`config.mk`:
```
export PLATFORM = sky130hd
export DESIGN_NAME = rivl_vector_locator
export DESIGN_NICKNAME = d
export VERILOG_FILES = /design/src/design/rivl_pkg.sv /design/src/design/rivl_vector_locator.sv
export VERILOG_INCLUDE_DIRS = /design/src /design/src/design
export SDC_FILE = /design/constraint.sdc
export NUM_CORES = 1
export LEC_CHECK = 0
export ABC_AREA = 1
export ABC_CLOCK_PERIOD_IN_PS = 3300
export BUFFER_PORTS_ARGS = -buffer_cell sky130_fd_sc_hd__buf_4
export CAP_MARGIN = 20
export CORE_UTILIZATION = 35
export CTS_CLUSTER_SIZE = 10
export DETAILED_ROUTE_END_ITERATION = 8
export PLACE_DENSITY = 0.7
export SYNTH_ARGS = -nofsm -noshare
export SYNTH_HDL_FRONTEND = slang
export SYNTH_SLANG_ARGS = --single-unit
```
`constraint.sdc`:
```
create_clock -name ref_clk -period 3.3 [get_ports ref_clk]
set_clock_uncertainty 0.1 [all_clocks]
set_input_delay 0.33 -clock ref_clk [delete_from_list [all_inputs] [get_ports ref_clk]]
set_output_delay 0.33 -clock ref_clk [all_outputs]
set_load 0.03 [all_outputs]
```
`src/design/rivl_defs.svh`:
```
// Purpose: Constants for the reset and interrupt vector locator.
// Assumes: Word addresses into program flash, 16 bits wide (64K words).
// Notes: Boot section starts are selected by the two-bit boot-size fuse.
`ifndef RIVL_DEFS_SVH
`define RIVL_DEFS_SVH

`define RIVL_ADDR_W 16
`define RIVL_NUM_SRC 34
`define RIVL_SRC_W 6
`define RIVL_RESET_ADDR 16'h0000
`define RIVL_FIRST_IRQ_OFS 16'h0002
`define RIVL_LAST_IRQ_OFS 16'h0044
`define RIVL_VEC_STEP 16'h0002
`define RIVL_FUSE_PROGRAMMED 1'h0
`define RIVL_SEL_RESET 1'h0
`define RIVL_BOOT_START_0 16'hf000
`define RIVL_BOOT_START_1 16'hf800
`define RIVL_BOOT_START_2 16'hfc00
`define RIVL_BOOT_START_3 16'hfe00

`endif

```
`src/design/rivl_pkg.sv`:
```
// Purpose: Types shared by the vector locator.
// Assumes: Constants come from rivl_defs.svh.
// Notes: None.
`include "rivl_defs.svh"
package rivl_pkg;
    typedef enum logic [0:0] {
        RIVL_IDLE = 1'b0,
        RIVL_HOLD = 1'b1
    } rivl_state_t;

    typedef struct packed {
        logic valid;
        logic [`RIVL_SRC_W-1:0] number;
        logic [`RIVL_ADDR_W-1:0] addr;
    } rivl_vec_t;
endpackage : rivl_pkg

```
`src/design/rivl_vector_locator.sv`:
```
// Purpose: Forms reset and interrupt vector word addresses for the core.
// Assumes: Fuses and the select bit are steady levels synchronous to ref_clk.
// Notes: Request bit 0 is vector number 2; bit 33 is vector number 35.
`timescale 1ns/10ps
`default_nettype none
`include "rivl_defs.svh"

// Notes on behaviour
// Unprogrammed boot-reset fuse: every reset starts execution at address zero.
// External requests zero to two sit at offsets 2, 4 and 6.
// Pin-change groups zero to three sit at offsets 8 through E.
// Watchdog at 10; timer 2 match A, match B, overflow at 12 to 16.
// Timer 1 capture, match A, match B, overflow at 18 to 1E.
// Timer 0 match A, match B, overflow at 20 to 24.
// Serial peripheral at 26; port 0 receive, empty, transmit at 28 to 2C.
// Comparator 2E, converter 30, data ready 32, two-wire 34, store ready 36.
// Port 1 receive, empty, transmit at 38 to 3C.
// Timer 3 capture to overflow at 3E to 44; 35 vectors total.
// Programmed boot-reset fuse moves the reset vector to the boot start.
// Select bit set adds the boot start to every interrupt offset.
// Table start depends on select bit only, never on the fuse.
// Fuse value one means unprogrammed, zero means programmed.
// Boot start address comes from the boot-size fuse.
// The select bit resets to zero.
// Lowest-numbered pending source wins; addresses follow fuses combinationally.
module rivl_vector_locator (
    input wire logic ref_clk,
    input wire logic rst_b,
    input wire logic boot_reset_fuse,
    input wire logic [1:0] boot_size_fuse,
    input wire logic selWrEn,
    input wire logic selWrData,
    input wire logic [`RIVL_NUM_SRC-1:0] irqReq,
    input wire logic irqAck,
    output logic [`RIVL_ADDR_W-1:0] resetAddr,
    output logic [`RIVL_ADDR_W-1:0] tableStart,
    output logic vector_table_select,
    output logic irqPending,
    output logic [`RIVL_ADDR_W-1:0] pendAddr,
    output var rivl_pkg::rivl_vec_t ackVec_q
);
    logic selQ_q;
    logic selQ_d;
    logic [`RIVL_ADDR_W-1:0] bootStart;
    logic [`RIVL_ADDR_W-1:0] irqBase;
    logic [`RIVL_ADDR_W-1:0] ofsTab [`RIVL_NUM_SRC];
    logic [`RIVL_SRC_W-1:0] winIdx;
    rivl_pkg::rivl_vec_t ackVec_d;

    // boot start decode
    always_comb begin
        unique case (boot_size_fuse)
            2'h0: bootStart = `RIVL_BOOT_START_0;
            2'h1: bootStart = `RIVL_BOOT_START_1;
            2'h2: bootStart = `RIVL_BOOT_START_2;
            2'h3: bootStart = `RIVL_BOOT_START_3;
        endcase
    end

    // reset placement
    assign resetAddr = (boot_reset_fuse == `RIVL_FUSE_PROGRAMMED) ? bootStart : `RIVL_RESET_ADDR;

    // table base from select only
    assign irqBase = selQ_q ? bootStart : 16'h0000;
    assign tableStart = irqBase + `RIVL_FIRST_IRQ_OFS;
    assign vector_table_select = selQ_q;

    // The guarded write sequence lives with the core; here the write is taken as already qualified.
    always_comb begin
        selQ_d = selQ_q;
        if (selWrEn) begin
            selQ_d = selWrData;
        end
    end

    // select resets clear
    always_ff @(posedge ref_clk or negedge rst_b) begin
        if (!rst_b) begin
            selQ_q <= `RIVL_SEL_RESET;
        end else begin
            selQ_q <= selQ_d;
        end
    end

    // Each vector holds a two-word jump, so offsets grow by one fixed step per source index.
    // offset table, one word pair per source
    for (genvar i = 0; i < `RIVL_NUM_SRC; i++) begin : g_ofs
        assign ofsTab[i] = `RIVL_FIRST_IRQ_OFS + 16'(`RIVL_VEC_STEP * i);
    end

    // lowest source wins
    always_comb begin
        winIdx = '0;
        irqPending = 1'b0;
        // Scanning from the top down lets the lowest set bit overwrite any higher one.
        for (int k = `RIVL_NUM_SRC - 1; k >= 0; k--) begin
            if (irqReq[k]) begin
                winIdx = 6'(k);
                irqPending = 1'b1;
            end
        end
    end

    assign pendAddr = irqBase + ofsTab[winIdx];

    // Acknowledge captures the address so the core sees a steady value while fetching.
    always_comb begin
        ackVec_d = ackVec_q;
        // Valid is a one-cycle pulse; number and address hold so the core may read them late.
        ackVec_d.valid = 1'b0;
        if (irqAck && irqPending) begin
            ackVec_d.valid = 1'b1;
            ackVec_d.number = 6'(winIdx + 6'h2);
            ackVec_d.addr = pendAddr;
        end
    end

    always_ff @(posedge ref_clk or negedge rst_b) begin
        if (!rst_b) begin
            ackVec_q <= '0;
        end else begin
            ackVec_q <= ackVec_d;
        end
    end

    // Offsets are checked with the select bit clear, so that a wrong table entry cannot hide
    // behind a wrong base; relocation is checked on its own.
    // reset at zero
    a_reset_at_zero: assert property (@(posedge ref_clk) disable iff (!rst_b)
        boot_reset_fuse |-> resetAddr == 16'h0000) else $error("reset vector not at zero");

    // reset at boot
    a_reset_at_boot: assert property (@(posedge ref_clk) disable iff (!rst_b)
        !boot_reset_fuse |-> resetAddr == bootStart) else $error("reset vector not at boot start");

    // table start placement
    a_table_start: assert property (@(posedge ref_clk) disable iff (!rst_b)
        tableStart == (selQ_q ? bootStart + 16'h0002 : 16'h0002)) else $error("table start wrong");

    // reset ignores select
    a_reset_no_select: assert property (@(posedge ref_clk) disable iff (!rst_b)
        ($changed(selQ_q) && $stable(boot_reset_fuse) && $stable(boot_size_fuse))
        |-> $stable(resetAddr))
        else $error("reset vector moved with the select bit");

    // select resets clear
    a_select_reset: assert property (@(posedge ref_clk)
        !rst_b |=> !vector_table_select && ackVec_q == 23'h000000)
        else $error("select bit or vector not cleared by reset");

    // select bit write
    a_select_write: assert property (@(posedge ref_clk) disable iff (!rst_b)
        selWrEn |=> vector_table_select == $past(selWrData)) else $error("select bit not written");

    // first external request
    a_ext_zero_ofs: assert property (@(posedge ref_clk) disable iff (!rst_b)
        (irqReq[0] && !selQ_q) |-> pendAddr == 16'h0002) else $error("first vector wrong");

    // third external request
    a_ext_two_ofs: assert property (@(posedge ref_clk) disable iff (!rst_b)
        (irqReq[2] && irqReq[1:0] == 2'h0 && !selQ_q) |-> pendAddr == 16'h0006)
        else $error("third external vector wrong");

    // first pin group
    a_pin_first_ofs: assert property (@(posedge ref_clk) disable iff (!rst_b)
        (irqReq[3] && irqReq[2:0] == 3'h0 && !selQ_q) |-> pendAddr == 16'h0008)
        else $error("first pin-change vector wrong");

    // last pin group
    a_pin_last_ofs: assert property (@(posedge ref_clk) disable iff (!rst_b)
        (irqReq[6] && irqReq[5:0] == 6'h00 && !selQ_q) |-> pendAddr == 16'h000e)
        else $error("last pin-change vector wrong");

    // watchdog vector offset
    a_watchdog_ofs: assert property (@(posedge ref_clk) disable iff (!rst_b)
        (irqReq[7] && irqReq[6:0] == 7'h00 && !selQ_q) |-> pendAddr == 16'h0010)
        else $error("watchdog vector wrong");

    // timer 1 overflow
    a_t1_last_ofs: assert property (@(posedge ref_clk) disable iff (!rst_b)
        (irqReq[14] && irqReq[13:0] == 14'h0000 && !selQ_q) |-> pendAddr == 16'h001e)
        else $error("timer 1 overflow vector wrong");

    // timer 0 overflow
    a_t0_last_ofs: assert property (@(posedge ref_clk) disable iff (!rst_b)
        (irqReq[17] && irqReq[16:0] == 17'h00000 && !selQ_q) |-> pendAddr == 16'h0024)
        else $error("timer 0 overflow vector wrong");

    // serial peripheral done
    a_serial_ofs: assert property (@(posedge ref_clk) disable iff (!rst_b)
        (irqReq[18] && irqReq[17:0] == 18'h00000 && !selQ_q) |-> pendAddr == 16'h0026)
        else $error("serial peripheral vector wrong");

    // store ready vector
    a_store_ready_ofs: assert property (@(posedge ref_clk) disable iff (!rst_b)
        (irqReq[26] && irqReq[25:0] == 26'h0000000 && !selQ_q) |-> pendAddr == 16'h0036)
        else $error("store ready vector wrong");

    // port 1 transmit
    a_port1_last_ofs: assert property (@(posedge ref_clk) disable iff (!rst_b)
        (irqReq[29] && irqReq[28:0] == 29'h00000000 && !selQ_q) |-> pendAddr == 16'h003c)
        else $error("port 1 transmit vector wrong");

    // last vector offset
    a_last_vec_ofs: assert property (@(posedge ref_clk) disable iff (!rst_b)
        (irqReq == 34'h200000000 && !selQ_q) |-> pendAddr == 16'h0044) else $error("last vector wrong");

    // boot relocation
    a_boot_relocate: assert property (@(posedge ref_clk) disable iff (!rst_b)
        (irqReq == 34'h000000100 && selQ_q) |-> pendAddr == bootStart + 16'h0012) else $error("relocation wrong");

    // pending follows requests
    a_pend_any: assert property (@(posedge ref_clk) disable iff (!rst_b)
        irqPending == (irqReq != 34'h000000000))
        else $error("pending flag does not follow requests");

    // lowest source wins
    a_lowest_wins: assert property (@(posedge ref_clk) disable iff (!rst_b)
        irqPending |-> irqReq[winIdx] && ((irqReq & ((34'h000000001 << winIdx) - 34'h000000001)) == 34'h000000000))
        else $error("pending source is not the lowest");

    // acknowledge capture
    a_ack_capture: assert property (@(posedge ref_clk) disable iff (!rst_b)
        (irqAck && irqPending) |=> ackVec_q.valid && ackVec_q.addr == $past(pendAddr))
        else $error("acknowledge not captured");

    // acknowledge number pairing
    a_ack_number: assert property (@(posedge ref_clk) disable iff (!rst_b)
        (irqAck && irqPending) |=> ackVec_q.number == $past(winIdx) + 6'h02)
        else $error("acknowledge number wrong");

    // refused acknowledge
    a_ack_refused: assert property (@(posedge ref_clk) disable iff (!rst_b)
        !(irqAck && irqPending) |=> !ackVec_q.valid && $stable(ackVec_q.number) && $stable(ackVec_q.addr))
        else $error("acknowledge without request changed the vector");
endmodule : rivl_vector_locator
`default_nettype wire

```
# Yosys cells after proc, flatten, opt, wreduce, memory -nomap -nowiden
# Memories as Yosys holds them, arrays and structs flattened.
# Index checks and enable logic that the tools add are counted.
[word_totals]
regBits = 24
mem_bits_ro = 1024
inputBits = 42
output_inout_bits = 73
word_cells = 89
n_memories = 1
[memory_table]
columns = ["memory", "words", "word_bits", "rd", "rd_ports_with_merged_regs", "wr", "line_no", "rtl"]
rows = [
  ["(name not given)", 64, 16, 1, 0, 0, "rivl_vector_locator.sv:104", "assign pendAddr = irqBase + ofsTab[winIdx];"],
]
[op_classes]
add_sub_neg = 3
order_cmp = 1
eq_ne = 3
mux = 74
bitwise = 1
reduce_logical = 2
[ops]
columns = ["operator", "count"]
rows = [
  ["two-way mux 6 bit", 34],
  ["two-way mux 16 bit", 4],
  ["one-hot mux 16 bit (4 select lines)", 1],
  ["two-way mux 1 bit", 34],
  ["two-way mux 23 bit", 1],
  ["adder 16 bit", 1],
  ["adder 16 x 2 -> 16 bit (second input constant)", 1],
  [">= comparator 7 bit (second input constant)", 1],
  ["inverter 6 -> 7 bit", 1],
  ["adder 6 x 2 -> 6 bit (second input constant)", 1],
  ["equality test 2 bit (second input constant)", 2],
  ["equality test 2 x 1 -> 1 bit (second input constant)", 1],
  ["logical NOT 2 bit", 1],
  ["logical AND 1 bit", 1],
]

# Logic depth before layout (Yosys ltp)
[logic_depth]
ltp_word = 40
depth_mapped = 40
depth_no_buf = 40

# Least setup slack after synthesis
# OpenSTA, ideal clock, no wires.
[synth_path]
path_kind = "input -> output"
start = "input irqReq[32]"
end = "output pendAddr[2]"
arrival_time_ns = 2.768
required_ns = 2.870
slack_ns = 0.102
cell_stages = 38
path_buffers = 0
cell_sequence = "inv_1 > nand2_1 > nand2_1 > nand2_1 > nand2_1 > nand2_1 > nand2_1 > nand2_1 > nand2_1 > nand2_1 > nand2_1 > nand2_1 > nand2_1 > nand2_1 > nand2_1 > nand2_1 > nand2_1 > nand2_1 > (+2 left out) > nand2_1 > nand2_1 > nand2_1 > nand2_1 > nand2_1 > nand2_1 > nand2_1 > nand2_1 > nand2_1 > nand2_1 > nand2_1 > nand2_1 > nand2_2 > nand2_4 > inv_2 > ha_1 > or2_2 > a21boi_1"
[synth_between]
elab_chain_len = 38
[synth_lines]
columns = ["element", "line_no", "rtl"]
rows = [
  ["from (decl)", "rivl_vector_locator.sv:33", "input wire logic [`RIVL_NUM_SRC-1:0] irqReq,"],
  ["two-way mux 6 bit (33 in series)", "rivl_vector_locator.sv:97", "if (irqReq[k]) begin"],
  ["net winIdx[0]", "rivl_vector_locator.sv:47", "logic [`RIVL_SRC_W-1:0] winIdx;"],
  ["inverter 6 -> 7 bit (implied by the code)", "rivl_vector_locator.sv:104", ""],
  ["memory read (64 x 16 bit)", "--", ""],
  ["two-way mux 16 bit (implied by the code) (2 in series)", "rivl_vector_locator.sv:104", ""],
  ["adder 16 bit", "rivl_vector_locator.sv:104", ""],
  ["to (decl)", "rivl_vector_locator.sv:39", "output logic [`RIVL_ADDR_W-1:0] pendAddr,"],
]
# The timed path passes the listed nets, and every way through them passes these cells. The select of a mux whose other input is x is not followed.

# Worst setup path after layout
# Ends and elaborated chain as after synthesis.

==> flow_summary.json <==
{
  "floorplan.initialDensity_pct": 37.4,
  "min_path_type": "in -> reg",
  "fin_nets": 394,
  "num_antenna_cells": 0,
  "drt-wirelength-per-cell_um": 10.1,
  "finalSetupViolations": 0,
  "finalWorstPathRequiredPeriod_ps": 3290,
  "yosysWarningCount": 0,
  "critPathLaunchType": "input pin",
  "chipHeight_um": 70.9,
  "clock_tree.buffer_depth": 2,
  "syn_to_final_growth_pct": 46.4,
  "first_global_vias": 1466,
  "crit_slowest_cell": "sky130_fd_sc_hd__or2_4",
  "timing.reg2reg.worst_path_depth": 4,
  "finalWirelength_um": 4040,
  "hold-path-cell-count": 2,
  "vias": 1680,
  "min_period_over_period_pct": 99.6,
  "cap_viol_max_count": 0,
  "final_hold_viol_count": 0,
  "worst-r2r-setup-slack_ps": 2120,
  "hold-path-endpoint": "ackVec_q[21]",
  "worst_setup_path_end_kind": "primary output",
  "std_cell_rows": 24,
  "regToRegStartpoint": "vector_table_select",
  "ctsHtreeMaxLevel": 1,
  "core-area_um2": 4440,
  "post-dp-hpwl_um": 3210,
  "cp_data_required_time_ps": 2870,
  "synth_cell_type_count": 28,
  "postPlaceCellArea_um2": 2200,
  "kind_of_critical_path": "in -> out",
  "clkLatencyLatePin_ps": 250,
  "postSynthAreaPerCell_um2": 6.22,
  "placedCellCount": 392,
  "synth.yosys.seq_area_share_pct": 27.1,
  "cpMostUsedCell": "sky130_fd_sc_hd__nand2_1",
  "final_antenna_violating_net_count": 0,
  "via_per_instance_ratio": 4.20,
  "detail_route.iter0.violations": 59,
  "final-instance-count-excl-fill": 400,
  "overflow": 0,
  "area.sequential_um2": 450,
  "track_usage_pct": 15.7,
  "path_max_fanout": 3,
  "tritoncts_num_sinks": 18,
  "layout.filler_cells": 449,
  "remaining_drc_errors": 0,
  "finalMaxSlewViolations": 0,
  "top_achievable_clock_speed_ghz": 0.304,
  "dr.pass1.iters": 6,
  "asyncSetResetFlopFracSynth_pct": 100,
  "worst_path_largest_cell_delay_ps": 220,
  "place.gp.congestion": 0.832,
  "maximum_number_of_pins_on_one_net_before_global_route_repair": 22,
  "die_area_um2": 5030,
  "layout.cells.most_common_list": "89 x sky130_fd_sc_hd__buf_4, 79 x sky130_fd_sc_hd__nand2_1, 39 x sky130_fd_sc_hd__inv_1",
  "io_buffers": 90,
  "run_status": "completed",
  "synth_area_um2": 1660,
  "power.density_nw_per_um2": 313,
  "grt_setup_unrepaired": "true",
  "fin_area_um2": 2430,
  "holdCritStartpoint": "irqAck",
  "worst_ir_drop_vdd_uv": 241,
  "synth.ff_latch_count": 18,
  "multi_input_comb_area_um2": 875,
  "clock_root_buffer": "sky130_fd_sc_hd__clkbuf_8",
  "total_leakage_power_nw": 1.43,
  "global_route_wire_length_before_repair_um": 6420,
  "drive_gt1_share_pct": 37.4,
  "synth_edf_count": 0,
  "synth_ff_type": "sky130_fd_sc_hd__dfrtp_1",
  "num_io_pins": 115,
  "most_common_library_cell_in_the_layout_ignoring_fill_and_taps": "sky130_fd_sc_hd__buf_4",
  "r2r_end": "ackVec_q[11]",
  "number_of_antenna_violations_at_the_first_check_in_global_routing": 0,
  "cts_tree": "done",
  "dieWidth_um": 70.9,
  "worst-endpoint-arrival_ps": 2860,
  "worst_setup_hold_path_clk_slew_ps": 70,
  "synth_instances": 267,
  "tritoncts.num_buffers": 3
}
registers in the layout, indices dropped and copies added (netlist names):
signal / cells
ackVec_q: 17
vector_table_select: 1
area by class of cell:
cell class                 count  share of cell area (%)
timing repair buffer          99                    32.4
multi-input combinational    175                    36.0
inverter                      52                    8.23
clock buffer                   4                    2.26
tap                           52                    2.67
sequential                    18                    18.5
power breakdown:
| group | switching, mW | leakage (nW) | internal, mW | total, mW |
|---|---|---|---|---|
| Sequential | 0.0116 | 0.230 | 0.237 | 0.248 |
| Combinational | 0.211 | 1.17 | 0.124 | 0.334 |
| Clock | 0.0719 | 0.0288 | 0.106 | 0.178 |
worst max-delay path: cells and delay by family:
family	cells	cell delay [ps]
and+or+nand+nor	34	1790
buffers and inverters	4	360
adders and majority gates	1	200
AOI/OAI and AO/OA	1	160
cells in the mapped netlist (2+ instances only):
master                      n  share of area, %
sky130_fd_sc_hd__nand2_1   82                19
sky130_fd_sc_hd__inv_1     42               9.5
sky130_fd_sc_hd__buf_4     41                19
sky130_fd_sc_hd__nor2_1    22               5.0
sky130_fd_sc_hd__dfrtp_1   18                27
sky130_fd_sc_hd__inv_2      9               2.0
sky130_fd_sc_hd__a21oi_1    8               2.4
sky130_fd_sc_hd__o21ai_1    8               2.4
sky130_fd_sc_hd__nand3_1    7               2.1
sky130_fd_sc_hd__nor3_1     4               1.2
sky130_fd_sc_hd__ha_1       3               2.3
sky130_fd_sc_hd__o21ai_0    3              0.90
sky130_fd_sc_hd__clkbuf_1   2              0.45
sky130_fd_sc_hd__conb_1     2              0.45
sky130_fd_sc_hd__nor4_1     2              0.75
sky130_fd_sc_hd__o31ai_1    2              0.90
kinds of logic (layout without fill, tap and decap cells):
logic type	after synthesis	count (layout)	share of synthesized area [%]
buf+inv	96	155	31.0
simple gates	122	122	30.0
compound gates	25	25	8.58
other cells	2	24	0.452
xor+xnor	1	1	0.527
flops	18	18	27.1
fa+ha+maj	3	3	2.26
metal layers:
layer	wire (um)	share of wire [%]	GRT usage, %
met5	0	0	0
met4	22	0.54	2.00
met3	189	4.7	3.13
met2	2070	51	27.4
met1	1760	44	20.7
how the worst max path moves through the flow:
stage                          start           to  slack [ps]  cells after the start
after global routing      irqReq[32]  pendAddr[2]        -360                     40
after detailed placement  irqReq[33]  pendAddr[2]        -100                     39
after floorplan           irqReq[32]  pendAddr[2]         100                     38
after global placement    irqReq[33]  pendAddr[2]         -90                     39
after CTS                 irqReq[32]  pendAddr[5]         -40                     42
final                     irqReq[32]  pendAddr[2]          10                     40
metrics by stage:
step	setup slack [ps]	hold slack (ps)	util, %	setup TNS [ps]	power [mW]
6_report	12.6	158	54.7	0	0.761
5_1_grt	-362	152	54.7	-1340	0.807
4_1_cts	-41.6	156	51.7	-63.9	0.758
3_5_place_dp	-96.7	115	49.5	-166	0.572
3_3_place_gp	-87.3	112	49.5	-144	0.568
2_1_floorplan	102	-65.6	-	0	0.487
what timing repair did:
item | 4_1_cts | 5_1_grt
hold endpoints to repair | 18 | 0
pin swaps | 3 | 6
gates resized for setup | 7 | 27
endpoints found under the setup margin | 3 | 5
hold buffers | 1 | 0
setup buffers | 0 | 3
Power figures use the tool's default switching activity.
